$ cat config.mk
export PLATFORM = sky130hd
export DESIGN_NAME = bdc_drive_control
export DESIGN_NICKNAME = d
export VERILOG_FILES = /design/src/bdc_pkg.sv /design/src/bdc_drive_control.sv
export SDC_FILE = /design/constraint.sdc
export NUM_CORES = 1
export LEC_CHECK = 0
export BUFFER_PORTS_ARGS = -buffer_cell sky130_fd_sc_hd__buf_2
export CELL_PAD_IN_SITES_DETAIL_PLACEMENT = 0
export CELL_PAD_IN_SITES_GLOBAL_PLACEMENT = 1
export CORE_MARGIN = 3
export CORE_UTILIZATION = 49
export CTS_CLUSTER_SIZE = 24
export DETAILED_ROUTE_END_ITERATION = 8
export PLACE_DENSITY_LB_ADDON = 0.1
export SLEW_MARGIN = 20
export SYNTH_ARGS = -nofsm -noshare
export SYNTH_HDL_FRONTEND = slang
export SYNTH_SLANG_ARGS = --single-unit
$ cat constraint.sdc
create_clock -name core_clk_i -period 4.7 [get_ports core_clk_i]
set_input_delay 0.705 -clock core_clk_i [delete_from_list [all_inputs] [get_ports core_clk_i]]
set_output_delay 0.705 -clock core_clk_i [all_outputs]
set_load 0.02 [all_outputs]
$ cat src/bdc_pkg.sv
package bdc_pkg;

	// serial frame: write flag, 7-bit address, 16-bit data, msb first
	localparam int unsigned FRAME_BITS   = 24;
	localparam int unsigned ADDR_BITS    = 7;
	localparam int unsigned DATA_BITS    = 16;
	localparam int unsigned WR_BIT       = 23;
	localparam int unsigned ADDR_MSB     = 22;
	localparam int unsigned ADDR_LSB     = 16;
	localparam int unsigned HEAD_BITS    = 8;
	localparam logic [6:0]  DRIVE_CONTROL_ADDR = 7'h03;

	// field positions inside drive_control
	localparam int unsigned TOPO_BIT = 15;
	localparam int unsigned EN_BIT   = 14;
	localparam int unsigned ACTIVE_RECIRC_ENABLE_BIT = 13;

	localparam logic [7:0]  LOWER_RESET = 8'h00;

	typedef struct packed {
		logic bridge_topology_select;
		logic gate_drive_enable;
		logic active_recirc_enable;
		logic recirc_side_select;
		logic leg_one_disable;
		logic leg_two_disable;
		logic drain_monitor_scope;
		logic offstate_openload_test;
	} bdc_ctrl_hi_t;

	localparam bdc_ctrl_hi_t CTRL_HI_RESET = 8'h00;

	// serial pins as seen after the synchronisers
	typedef struct packed {
		logic sck;
		logic cs_n;
		logic mosi;
	} bdc_spi_t;

endpackage

$ cat src/bdc_drive_control.sv
`timescale 1ns/1ps
`default_nettype none

// Summary of operation
// - bit 15 selects full-bridge when clear, dual half-bridge when set.
// - topology bit only changes while gate drive enable is clear.
// - fail-safe high and enable clear: all gate drivers disabled, passive turn-off.
// - fail-safe high and enable set: all gate drivers enabled per topology.
// - fail-safe falling low forces sink mode and clears enable.
// - while fail-safe is low, enable is frozen against serial writes.
// - watchdog fault sets its flag and clears enable.
// - while watchdog flag is set, enable is frozen against serial writes.
// - full-bridge: bit 13 turns active free-wheeling on or off.
// - dual half-bridge: free-wheeling enable bit is ignored.
// - drive control sits at address 0x03 with documented upper-byte field order.
module bdc_drive_control
	import bdc_pkg::*;
(
	// clock and reset
	input  wire logic core_clk_i,
	input  wire logic rst_i,
	// serial port pins
	input  wire logic sck_i,
	input  wire logic cs_n_i,
	input  wire logic mosi_i,
	output logic      miso_o,
	// safety inputs
	input  wire logic failsafe_input_n_i,
	input  wire logic watchdog_fault_i,
	input  wire logic watchdog_clear_i,
	// gate driver control
	output logic      gate_drivers_enable_o,
	output logic      gate_sink_mode_o,
	output logic      bridge_topology_o,
	output logic      active_recirc_o,
	output logic      watchdog_fault_flag_o,
	output logic [15:0] drive_control_o
);

	////////////////////////////////////////////////////////////////////////////
	// pin synchronisers: stage one is read only by stage two
	bdc_spi_t   spi_s1_q;
	bdc_spi_t   spi_s2_q;
	bdc_spi_t   spi_s3_q;
	logic       fs_s1_q;
	logic       fs_s2_q;

	always_ff @(posedge core_clk_i)
	begin
		if (rst_i)
		begin
			spi_s1_q <= 3'h2;
			spi_s2_q <= 3'h2;
			spi_s3_q <= 3'h2;
			fs_s1_q  <= 1'h0;
			fs_s2_q  <= 1'h0;
		end
		else
		begin
			spi_s1_q <= '{sck: sck_i, cs_n: cs_n_i, mosi: mosi_i};
			spi_s2_q <= spi_s1_q;
			spi_s3_q <= spi_s2_q;
			fs_s1_q  <= failsafe_input_n_i;
			fs_s2_q  <= fs_s1_q;
		end
	end

	logic fs_low;
	logic sck_rise;
	logic sck_fall;
	logic cs_rise;
	assign fs_low   = ~fs_s2_q;
	assign sck_rise = spi_s2_q.sck & ~spi_s3_q.sck & ~spi_s2_q.cs_n;
	assign sck_fall = ~spi_s2_q.sck & spi_s3_q.sck & ~spi_s2_q.cs_n;
	assign cs_rise  = spi_s2_q.cs_n & ~spi_s3_q.cs_n;

	////////////////////////////////////////////////////////////////////////////
	// serial frame engine (mode 0, msb first)
	logic [FRAME_BITS-1:0] rx_q;
	logic [FRAME_BITS-1:0] rx_d;
	logic [4:0]            cnt_q;
	logic [4:0]            cnt_d;
	logic [DATA_BITS-1:0]  tx_q;
	logic [DATA_BITS-1:0]  tx_d;
	logic                  miso_d;
	logic [15:0]           rd_data;
	logic                  wr_commit;
	logic [DATA_BITS-1:0]  wdata;
	logic                  addr_hit;
	logic                  head_hit;

	bdc_ctrl_hi_t ctrl_q;
	bdc_ctrl_hi_t ctrl_d;
	logic [7:0]   lower_q;
	logic [7:0]   lower_d;

	assign addr_hit  = rx_q[ADDR_MSB:ADDR_LSB] == DRIVE_CONTROL_ADDR;
	// mid-frame the header still sits in the low bits; the upper field holds old data
	assign head_hit  = rx_q[ADDR_BITS-1:0] == DRIVE_CONTROL_ADDR;
	assign wdata     = rx_q[DATA_BITS-1:0];
	// only a whole frame commits; a short or long frame is dropped
	assign wr_commit = cs_rise && cnt_q == 5'(FRAME_BITS) && rx_q[WR_BIT] && addr_hit;
	assign rd_data   = {ctrl_q, lower_q};

	always_comb
	begin
		rx_d   = rx_q;
		cnt_d  = cnt_q;
		tx_d   = tx_q;
		miso_d = miso_o;
		if (spi_s2_q.cs_n)
		begin
			cnt_d  = 5'h00;
			miso_d = 1'h0;
		end
		else
		begin
			if (sck_rise)
			begin
				rx_d = {rx_q[FRAME_BITS-2:0], spi_s2_q.mosi};
				if (cnt_q != 5'h1F)
					cnt_d = cnt_q + 5'h01;
			end
			if (sck_fall && cnt_q == 5'(HEAD_BITS))
			begin
				// address known: unmapped addresses read back zero
				tx_d   = head_hit ? {rd_data[14:0], 1'h0} : 16'h0000;
				miso_d = head_hit ? rd_data[15] : 1'h0;
			end
			else if (sck_fall && cnt_q > 5'(HEAD_BITS))
			begin
				tx_d   = {tx_q[DATA_BITS-2:0], 1'h0};
				miso_d = tx_q[DATA_BITS-1];
			end
		end
	end

	always_ff @(posedge core_clk_i)
	begin
		if (rst_i)
		begin
			rx_q   <= 24'h000000;
			cnt_q  <= 5'h00;
			tx_q   <= 16'h0000;
			miso_o <= 1'h0;
		end
		else
		begin
			rx_q   <= rx_d;
			cnt_q  <= cnt_d;
			tx_q   <= tx_d;
			miso_o <= miso_d;
		end
	end

	////////////////////////////////////////////////////////////////////////////
	// drive control register and watchdog flag
	logic wdg_flag_q;
	logic wdg_flag_d;

	always_comb
	begin
		ctrl_d     = ctrl_q;
		lower_d    = lower_q;
		wdg_flag_d = wdg_flag_q;
		if (wr_commit)
		begin
			{ctrl_d.active_recirc_enable, ctrl_d.recirc_side_select, ctrl_d.leg_one_disable,
			 ctrl_d.leg_two_disable, ctrl_d.drain_monitor_scope,
			 ctrl_d.offstate_openload_test} = wdata[ACTIVE_RECIRC_ENABLE_BIT:8];
			lower_d = wdata[7:0];
			if (!ctrl_q.gate_drive_enable)
				ctrl_d.bridge_topology_select = wdata[TOPO_BIT];
			if (!fs_low && !wdg_flag_q)
				ctrl_d.gate_drive_enable = wdata[EN_BIT];
		end
		// clear wins over a concurrent write; held clear while the pin stays low
		if (fs_low)
			ctrl_d.gate_drive_enable = 1'h0;
		if (watchdog_clear_i)
			wdg_flag_d = 1'h0;
		// a fault in the clearing cycle is not lost
		if (watchdog_fault_i)
		begin
			wdg_flag_d               = 1'h1;
			ctrl_d.gate_drive_enable = 1'h0;
		end
	end

	always_ff @(posedge core_clk_i)
	begin
		if (rst_i)
		begin
			ctrl_q     <= CTRL_HI_RESET;
			lower_q    <= LOWER_RESET;
			wdg_flag_q <= 1'h0;
		end
		else
		begin
			ctrl_q     <= ctrl_d;
			lower_q    <= lower_d;
			wdg_flag_q <= wdg_flag_d;
		end
	end

	////////////////////////////////////////////////////////////////////////////
	// registered driver outputs
	logic gate_en_d;
	logic recirc_d;

	always_comb
	begin
		gate_en_d = ctrl_q.gate_drive_enable & ~fs_low;
		// free-wheeling only exists in full-bridge topology
		recirc_d  = gate_en_d & ~ctrl_q.bridge_topology_select
			& ctrl_q.active_recirc_enable;
	end

	always_ff @(posedge core_clk_i)
	begin
		if (rst_i)
		begin
			gate_drivers_enable_o <= 1'h0;
			gate_sink_mode_o      <= 1'h0;
			bridge_topology_o     <= 1'h0;
			active_recirc_o       <= 1'h0;
			watchdog_fault_flag_o <= 1'h0;
			drive_control_o       <= 16'h0000;
		end
		else
		begin
			gate_drivers_enable_o <= gate_en_d;
			gate_sink_mode_o      <= fs_low;
			bridge_topology_o     <= ctrl_q.bridge_topology_select;
			active_recirc_o       <= recirc_d;
			watchdog_fault_flag_o <= wdg_flag_q;
			drive_control_o       <= rd_data;
		end
	end

	////////////////////////////////////////////////////////////////////////////
	// checks
	AST_TOPO_OUT: assert property (@(posedge core_clk_i) disable iff (rst_i)
		1'b1 |=> bridge_topology_o == $past(ctrl_q.bridge_topology_select))
		else $error("topology output does not follow bit 15");
	AST_TOPO_FROZEN: assert property (@(posedge core_clk_i) disable iff (rst_i)
		ctrl_q.gate_drive_enable |=> $stable(ctrl_q.bridge_topology_select))
		else $error("topology changed while enabled");
	AST_OFF_PASSIVE: assert property (@(posedge core_clk_i) disable iff (rst_i)
		!ctrl_q.gate_drive_enable |=> !gate_drivers_enable_o)
		else $error("drivers enabled with enable bit clear");
	AST_ON_ACTIVE: assert property (@(posedge core_clk_i) disable iff (rst_i)
		ctrl_q.gate_drive_enable && !fs_low |=> gate_drivers_enable_o)
		else $error("drivers not enabled");
	AST_FS_SINK: assert property (@(posedge core_clk_i) disable iff (rst_i)
		$fell(fs_s2_q) |=> !ctrl_q.gate_drive_enable && gate_sink_mode_o)
		else $error("fail-safe did not force sink and clear enable");
	AST_FS_FREEZE: assert property (@(posedge core_clk_i) disable iff (rst_i)
		fs_low ##1 fs_low |-> !ctrl_q.gate_drive_enable)
		else $error("enable set while fail-safe low");
	AST_WDG_CLEAR: assert property (@(posedge core_clk_i) disable iff (rst_i)
		watchdog_fault_i |=> wdg_flag_q && !ctrl_q.gate_drive_enable ##1 watchdog_fault_flag_o)
		else $error("watchdog fault not handled");
	AST_WDG_FREEZE: assert property (@(posedge core_clk_i) disable iff (rst_i)
		wdg_flag_q |=> !$rose(ctrl_q.gate_drive_enable))
		else $error("enable rose under watchdog flag");
	AST_RECIRC_FULL: assert property (@(posedge core_clk_i) disable iff (rst_i)
		gate_en_d && !ctrl_q.bridge_topology_select |=> active_recirc_o == $past(ctrl_q.active_recirc_enable))
		else $error("free-wheeling does not follow bit 13");
	AST_RECIRC_HALF: assert property (@(posedge core_clk_i) disable iff (rst_i)
		ctrl_q.bridge_topology_select |=> !active_recirc_o)
		else $error("free-wheeling active in half-bridge mode");
	AST_ADDR_ONLY: assert property (@(posedge core_clk_i) disable iff (rst_i)
		cs_rise && !addr_hit && !watchdog_fault_i && !fs_low |=> $stable(lower_q) && $stable(ctrl_q))
		else $error("write to another address changed drive control");
	AST_PARTIAL_WRITE: assert property (@(posedge core_clk_i) disable iff (rst_i)
		wr_commit |=> {ctrl_q[5:0], lower_q} == $past(wdata[13:0]))
		else $error("writable bits not updated");

endmodule

`default_nettype wire

======== Word level (Yosys, flattened, before mapping) ========
Index checks and enable logic that the tools add are counted.
cells by class
  add/subtract/negate cells ............... 1
  magnitude comparators ................... 1
  equal/unequal tests ..................... 5
  muxes and demuxes ....................... 8
  bitwise operators ....................... 15
  reduce and logical (&&, ||, !) cells .... 16
operators with widths
  kind                                                            count
  2-to-1 mux 16 bit                                               3
  equality test 7 x 2 -> 1 bit (second input constant)            2
  AND reduction 2 bit                                             5
  bitwise AND 1 bit                                               8
  inverter 1 bit                                                  7
  logical AND 1 bit                                               6
  adder 5 x 1 -> 5 bit (second input constant)                    1
  equality test 5 x 4 -> 1 bit (second input constant)            1
  equality test 5 bit (second input constant)                     1
  greater-than comparator 5 x 4 -> 1 bit (second input constant)  1
  2-to-1 mux 1 bit                                                5
  != test 5 bit (second input constant)                           1
  nonzero test 2 bit                                              2
  OR reduction 3 bit                                              1
  OR reduction 2 bit                                              1
  logical NOT 1 bit                                               1
word-level totals
  register bits ........................... 94
  input port bits ......................... 8
  output and inout bits ................... 22
  logic and storage cells ................. 76

======== Depth between registers and ports, before layout ========
Gate-level depths: netlist (run 1).
  word-level depth ........................ 6
  gate-level depth with buffers ........... 8
  gate-level depth less buffers ........... 7

======== Worst setup path after synthesis (run 1) ========
Ideal clock, no wire load.
  path type ............................... flip-flop to flip-flop
  from .................................... reg cnt_q[0]
  to ...................................... reg cnt_q[3]
  library setup time ...................... 0.122 ns
  arrival time ............................ 1.834 ns
  setup slack ............................. 2.744 ns
  stages on the path, launching flop included .. 8
  buffers on the path ..................... 0
  path through ............................ dfxtp_1 ha_1 and3_1 ha_1 nor4b_1 nand4_1 xor2_1 nor2_1
between the ends
  word-level cells in the longest chain between the ends .. 2
  elaborated cells on any way between the ends .. 3
ends and longest elaborated chain
  element                                                       RTL line                  RTL
  from (decl)                                                   bdc_drive_control.sv:81   logic [4:0] cnt_q;
  from (signal assigned)                                        bdc_drive_control.sv:150  cnt_q <= cnt_d;
  branches (longest 2 deep; another with adder 5 x 1 -> 5 bit)  --
Parallel ways; which one is timed is not known.
A chain may end at the register's enable or synchronous reset.

======== Final worst setup path (run 1) ========
  from .................................... reg rx_q[6]
  to ...................................... reg tx_q[4]
between the ends
  word-level cells in the longest chain between the ends .. 3
ends and longest elaborated chain
  element                       RTL line                  RTL
  from (decl)                   bdc_drive_control.sv:79   logic [FRAME_BITS-1:0] rx_q;
  from (signal assigned)        bdc_drive_control.sv:149  rx_q <= rx_d;
  equality test 7 x 2 -> 1 bit  bdc_drive_control.sv:99   assign head_hit = rx_q[ADDR_BITS-1:0] == DRIVE_CONTROL_ADDR;
  2-to-1 mux 16 bit             bdc_drive_control.sv:127  tx_d = head_hit ? {rd_data[14:0], 1'h0} : 16'h0000;
  2-to-1 mux 16 bit             bdc_drive_control.sv:124  if (sck_fall && cnt_q == 5'(HEAD_BITS))
  to (signal assigned)          bdc_drive_control.sv:151  tx_q <= tx_d;
  to (decl)                     bdc_drive_control.sv:83   logic [DATA_BITS-1:0] tx_q;
No other way between the ends.

==> summary.md, run 1 <==
| Metric | Value |
|---|---|
| Status | `finished clean` |
| Row cnt | `29` |
| CTS root buf | `clkbuf_8` |
| Syn_nets | `~350` |
| Hold Crit Endpoint | `spi_s2_q[1]` |
| Fin nets | `371` |
| DR WL/cell | `14.13 µm` |
| Largest cells by area after synthesis | `dfxtp_1 55%, nand2_1 5.9%, a221oi_2 4.5%` |
| Post-place setup slack | `between 2 and 2.5 ns` |
| Crit Path Max Fanout | `16` |
| Yosys reg bits | `92` |
| Setup TNS | `0 ns` |
| Max-cap violations | `0` |
| Top Family by Delay on Critical Path | `simple AND/OR/NAND/NOR gates` |
| Vias in the first global route | `2107` |
| Post-Route WL | `roughly 6200 µm` |
| Detail Placement HPWL | `4103 µm` |
| Clock latency on the worst-skew pair | `0.34 ns` |
| Final hold viol count | `0` |
| Slew HR | `between 20% and 30%` |
| Combinational family with the most area after synthesis | `simple AND/OR/NAND/NOR gates` |
| Via count | `2299` |
| Mux share of post-synthesis cell area | `~4.2%` |
| Yosys cell types | `37` |
| Pleak | `1.544 nW` |
| Mapped Cells | `341` |
| Worst R2R Setup Slack | `2.44 ns` |
| Slew Viols, Final | `0` |
| Reg-to-reg endpoint | `tx_q[4]` |
| Die span in x | `88.70 µm` |
| Total gr overflow | `0` |
| Port-buffer cells | `29` |
| CP max stage cell | `nor4_4` |
| Sequential cell area | `0.001842 mm²` |
| Diode count | `0` |
| CTS Hold Buffers Added | `0` |
| CP startpoint kind | `flop` |
| Hold Path Stages | `1` |
| Min cycle time layout | `2.256 ns` |
| Final period util | `between 40% and 50%` |
| Layout cells sized above 1 | `roughly 20%` |
| Clock transition at path regs | `0.08 ns` |
| Startpoint of the worst register-to-register path | `rx_q[6]` |
| Die footprint | `0.007867 mm²` |
| Worst path arrival time | `2.52 ns` |
| Clk buf depth | `2` |
| Post-synthesis adder-cell area fraction | `1.120%` |
| Syn_area_per_cell | `9.826 µm²` |
| Initial antenna violation count | `0` |
| CP Data Required Time | `~5.0 ns` |
| Synth Area in Simple Gates | `about a quarter` |
| Primary FF master, synth | `dfxtp_1` |
| HP Start | `spi_s1_q[1]` |
| Post_cts resized | `0` |
| Crit-path cells | `or4_4, nor4_4, a221oi_1, nor3_1` |
| Initial DRC count | `108` |
| Core area | `0.006495 mm²` |
| Post-route ant nets | `0` |
| Worst Path Buf+Inv | `0` |
| Multi-input logic area | `0.001381 mm²` |
| Area share of the largest cell type after synthesis | `a little over half` |
| Die height | `88.70 µm` |
| Slew @ Worst Pin | `1.055 ns` |
| Cells on worst reg2reg path | `4` |
| Setup ws final | `2.444 ns` |
| First-pass GRT wire length | `10330 µm` |
| Placer congestion estimate | `0.6965` |
| Hold WC Path Type | `reg2reg` |
| Peak Freq | `443.4 MHz` |
| Ys async rst share | `0%` |
| Initial Util | `51.59%` |
| Synth warn | `0` |
| Hold WS | `0.4271 ns` |
| Tot GR Track Use | `17.30%` |
| Final setup vio count | `0` |
| Critical path type | `reg2reg` |
| Post-synthesis xor/xnor area fraction | `0.7842%` |
| EDFF count, synth | `0` |
| Largest net degree at the start of global routing | `51` |
| Area grow syn2layout | `11.20%` |
| VDD IR max | `0.1936 mV` |
| CTS tree | `done` |
| PD cells | `between 300 and 400 mW/mm²` |
| CTS Sinks | `just over 90` |
| Top Ports | `30` |
| Worst path max stage delay | `between 0.8 and 0.9 ns` |
| Crit path capture type | `flop` |
| Total Power | `1.390 mW` |
| Setup bufs post-CTS | `0` |
| Fillers | `575` |
| Num CTS Buffers | `9` |
| Synth area leader | `dfxtp_1` |
| DRC viols | `0` |
| Worst clock skew | `about 0.008 ns` |
| Post-synthesis compound-gate area fraction | `11.20%` |
| DRT Pass-1 Iters | `5` |
| H-tree depth | `3` |
| Register area share after synthesis | `54.97%` |
| Vias per Instance | `5.213` |
| Post-Syn Area | `0.003351 mm²` |
| RSZ-0062 raised after global routing | `false` |
## per-layer routing
metal / vias to the layer above / track usage (%) / share of wire [%]
met3: 8 / 3.166 / 2.9
met1: 1063 / 24.70 / 52
met2: 40 / 24.97 / 43
met5: - / 0 / 0
li1: 1188 / - / -
met4: 0 / 8.654 / 1.6
## cell usage after synthesis, drive strengths merged, types with 2 or more instances
cell / instances
nand4: 2
inv: 4
nor3: 15
a21oi: 27
mux2i: 14
and3b: 3
dfxtp: 92
or2: 5
buf: 6
o21ai: 3
nor2b: 24
a221oi: 15
nor3b: 2
xor2: 2
ha: 3
nand2: 53
clkbuf: 18
nor4b: 2
nor2: 38
## worst reg2reg max path, delay by kind of cell (launching register included)
family | cells | cell delay, ns
flip-flops | 1 | 0.34
AO/OA/AOI/OAI | 1 | 0.18
AND/OR/NAND/NOR | 3 | 1.66
## how the worst max path moves through the flow
| stage | startpoint | to | slack, ns | depth (start not counted) |
|---|---|---|---|---|
| after floorplan | cnt_q[0] | cnt_q[3] | 2.74 | 7 |
| after global placement | rx_q[6] | tx_q[3] | 2.47 | 4 |
| after detailed placement | rx_q[6] | tx_q[4] | 2.42 | 4 |
| after CTS | rx_q[6] | tx_q[4] | 2.41 | 4 |
| after global routing | rx_q[6] | tx_q[4] | 2.22 | 4 |
| final | rx_q[6] | tx_q[4] | 2.44 | 4 |
## cell type report
type / count / share of cell area, %
clock inverters: 4 / 1.948
multi-input cells: 221 / 37.07
inverters: 4 / 0.4030
well taps: 77 / 2.586
flip-flops and latches: 92 / 49.43
clock buffers: 11 / 4.063
repair buffers: 32 / 4.500
## registers in the layout, summed over array words and instances (netlist names)
register	flops
rx_q	24
drive_control_o	15
tx_q	15
ctrl_q	8
lower_q	8
cnt_q	5
spi_s1_q	3
spi_s2_q	3
spi_s3_q	2
active_recirc_o	1
bridge_topology_o	1
fs_s1_q	1
fs_s2_q	1
gate_drivers_enable_o	1
gate_sink_mode_o	1
miso_o	1
watchdog_fault_flag_o	1
wdg_flag_q	1
## logic make-up (layout without fill, tap and decap cells)
logic type,Yosys count,in the layout
simple gates,152,152
fa+ha+maj,3,3
xor+xnor,3,3
flops,92,92
compound gates,49,49
buf+inv,28,51
mux,14,14
## placed cells by master (no fill, tap or decap), types with 2 or more instances in the layout
master	Yosys	layout
ha_1	3	3
nor3b_1	2	2
nor3_1	6	6
nor4b_1	2	2
or2_2	4	4
and3b_1	3	3
o21ai_0	3	3
dfxtp_1	92	92
mux2i_1	14	14
nor3_2	9	9
bufinv_16	0	2
a221oi_1	5	5
nand2_1	53	53
inv_1	4	4
a21oi_1	27	27
a221oi_2	10	10
nor2b_1	24	24
clkbuf_8	0	11
nor2_1	38	37
buf_4	2	3
buf_2	2	29
xor2_1	2	2
nand4_1	2	2
## power by group
group / total, mW / switching, mW / internal, mW
Clock: 0.579 / 0.254 / 0.325
Sequential: 0.786 / 0.00274 / 0.784
Combinational: 0.0250 / 0.0175 / 0.00742
Total: 1.39 / 0.274 / 1.12
## through the flow
| step | area (µm²) | utilization [%] | std cells |
|---|---|---|---|
| after floorplan | 3351 | - | 341 |
| after global placement | 3500 | 53.88 | 426 |
| after detailed placement | 3500 | 53.88 | 426 |
| after CTS | 3724 | 57.33 | 441 |
| after global routing | 3726 | 57.37 | 441 |
| final | 3726 | 57.37 | 441 |
Note: power is estimated with default switching activity, not from simulation.
==> run 2: changes to the inputs <==
Settings changed: CORE_UTILIZATION 49 to 41.
Clock period 4.7 ns to 2 ns, I/O delays scaled along.
==> run 2 against run 1 <==
Net effect: setup slack lost 2.2 ns; critical path depth did not move; via count up 1.6%; sequential power up 140%; power rose by 140%; cell count grew 8.2%; critical endpoint is now tx_q[2]; first-iteration DRC count fell by 41%; fmax is 26% higher.
==> summary.md, run 2 (synthesis results as in run 1) <==
| Metric | Value |
|---|---|
| Status | `finished clean` |
| Diode count | `0` |
| First-pass GRT wire length | `10750 µm` |
| CTS root buf | `clkbuf_8` |
| H-tree depth | `3` |
| Total gr overflow | `0` |
| Hold WS | `0.1272 ns` |
| Placed insts | `461` |
| Fillers | `774` |
| Setup bufs post-CTS | `0` |
| Placer congestion estimate | `~0.73` |
| VDD IR max | `approximately 0.49 mV` |
| Initial Util | `42.70%` |
| Slew HR | `70.73%` |
| Top Registers | `rx_q: 24 flops, drive_control_o: 15 flops, tx_q: 15 flops` |
| Die span in x | `slightly below 100 µm` |
| Setup TNS | `0 ns` |
| Num CTS Buffers | `9` |
| Min cycle time layout | `1.785 ns` |
| Layout cells sized above 1 | `22.40%` |
| PD cells | `869.8 mW/mm²` |
| DRC viols | `0` |
| Crit-path cells | `or3b_4, or2_2, a221oi_1, nor3_1` |
| CTS Sinks | `92` |
| CTS Hold Buffers Added | `0` |
| Critical path type | `reg2reg` |
| Worst path max stage delay | `0.49 ns` |
| RSZ-0062 raised after global routing | `false` |
| Final hold viol count | `0` |
| Via count | `about 2300` |
| Post-route ant nets | `0` |
| Pleak | `1.600 nW` |
| Top Ports | `30` |
| CP Data Required Time | `2.24 ns` |
| Vias per Instance | `4.897` |
| Die footprint | `around 0.0093 mm²` |
| Largest net degree at the start of global routing | `33` |
| Hold WC Path Type | `in2reg` |
| Clock latency on the worst-skew pair | `between 0.3 and 0.4 ns` |
| Max-cap violations | `0` |
| CP startpoint kind | `flop` |
| Tot GR Track Use | `15.19%` |
| Post-Layout Cell Count | `477` |
| Worst clock skew | `~0.0076 ns` |
| Slew @ Worst Pin | `0.4390 ns` |
| DR WL/cell | `13.51 µm` |
| Initial antenna violation count | `0` |
| Fin nets | `381` |
| Clk buf depth | `2` |
| Detail Placement HPWL | `around 4400 µm` |
| Dpl cell area | `0.003631 mm²` |
| CP max stage cell | `or2_2` |
| Post_cts resized | `0` |
| Clock transition at path regs | `0.08 ns` |
| Max reg flops | `24` |
| Vias in the first global route | `2118` |
| Peak Freq | `560.1 MHz` |
| Area of all placed cells without fillers | `0.003877 mm²` |
| Crit Path Max Fanout | `16` |
| Initial DRC count | `64` |
| Area grow syn2layout | `15.72%` |
| Final setup vio count | `0` |
| Final period util | `89.27%` |
| Most frequent cells in the layout | `92 x dfxtp_1, 53 x nand2_1, 38 x nor2_1` |
| Row cnt | `32` |
| Slew Viols, Final | `0` |
| Crit path capture type | `flop` |
| Die height | `around 96 µm` |
| Total Power | `3.373 mW` |
| Port-buffer cells | `29` |
| Worst path arrival time | `~2.0 ns` |
| DRT Pass-1 Iters | `4` |
| Commonest non-fill, non-tap cell in the layout | `dfxtp_1` |
| CTS tree | `done` |
| Top reg by flops | `rx_q` |
| Core area | `0.007848 mm²` |
| Post-Route WL | `about 6400 µm` |
[run 2: layer usage]
metal	wire [µm]	share of wire [%]	vias up	global-route usage [%]
li1	-	-	1215	-
met1	3424	53	1072	21.64
met2	2708	42	44	21.68
met3	243	3.8	5	4.648
met4	68	1.1	0	5.257
met5	0	0	-	0
[run 2: final cells by class]
type	count	area (µm²)	share of cell area, %
clock buffer	10	127.6	3.291
sequential	92	1842	47.50
multi-input combinational	221	1385	35.72
timing repair buffer	42	267.8	6.905
inverter	4	15.01	0.3872
clock inverter	6	112.6	2.904
tap	102	127.6	3.291
[run 2: per-stage QoR]
stage                     utilization, %  worst slack (ns)
after floorplan                        -           0.04385
after global placement             46.27            0.2240
after detailed placement           46.27            0.1771
after CTS                          49.33            0.1544
after global routing               49.41           0.07198
final                              49.41            0.2146
[run 2: power by group]
group          total (mW)  switching (mW)  internal (mW)
clock                1.46           0.632          0.830
combinational      0.0616          0.0417         0.0199
sequential           1.85         0.00689           1.84
total                3.37           0.681           2.69
[run 2: critical path, delay by kind of cell (launching register included)]
| family | cells | cell delay [ns] |
|---|---|---|
| simple gates | 3 | 1.02 |
| compound gates | 1 | 0.29 |
| flops | 1 | 0.36 |
[run 2: final timing paths]
check / from / endpoint / slack, ns / cells past startpoint
hold reg to reg: spi_s2_q[0] / rx_q[0] / 0.44 / 2
setup / recovery: spi_s2_q[1] / tx_q[2] / 0.21 / 4
hold / removal: cs_n_i / spi_s1_q[1] / 0.13 / 2
setup reg to reg: spi_s2_q[1] / tx_q[2] / 0.21 / 4
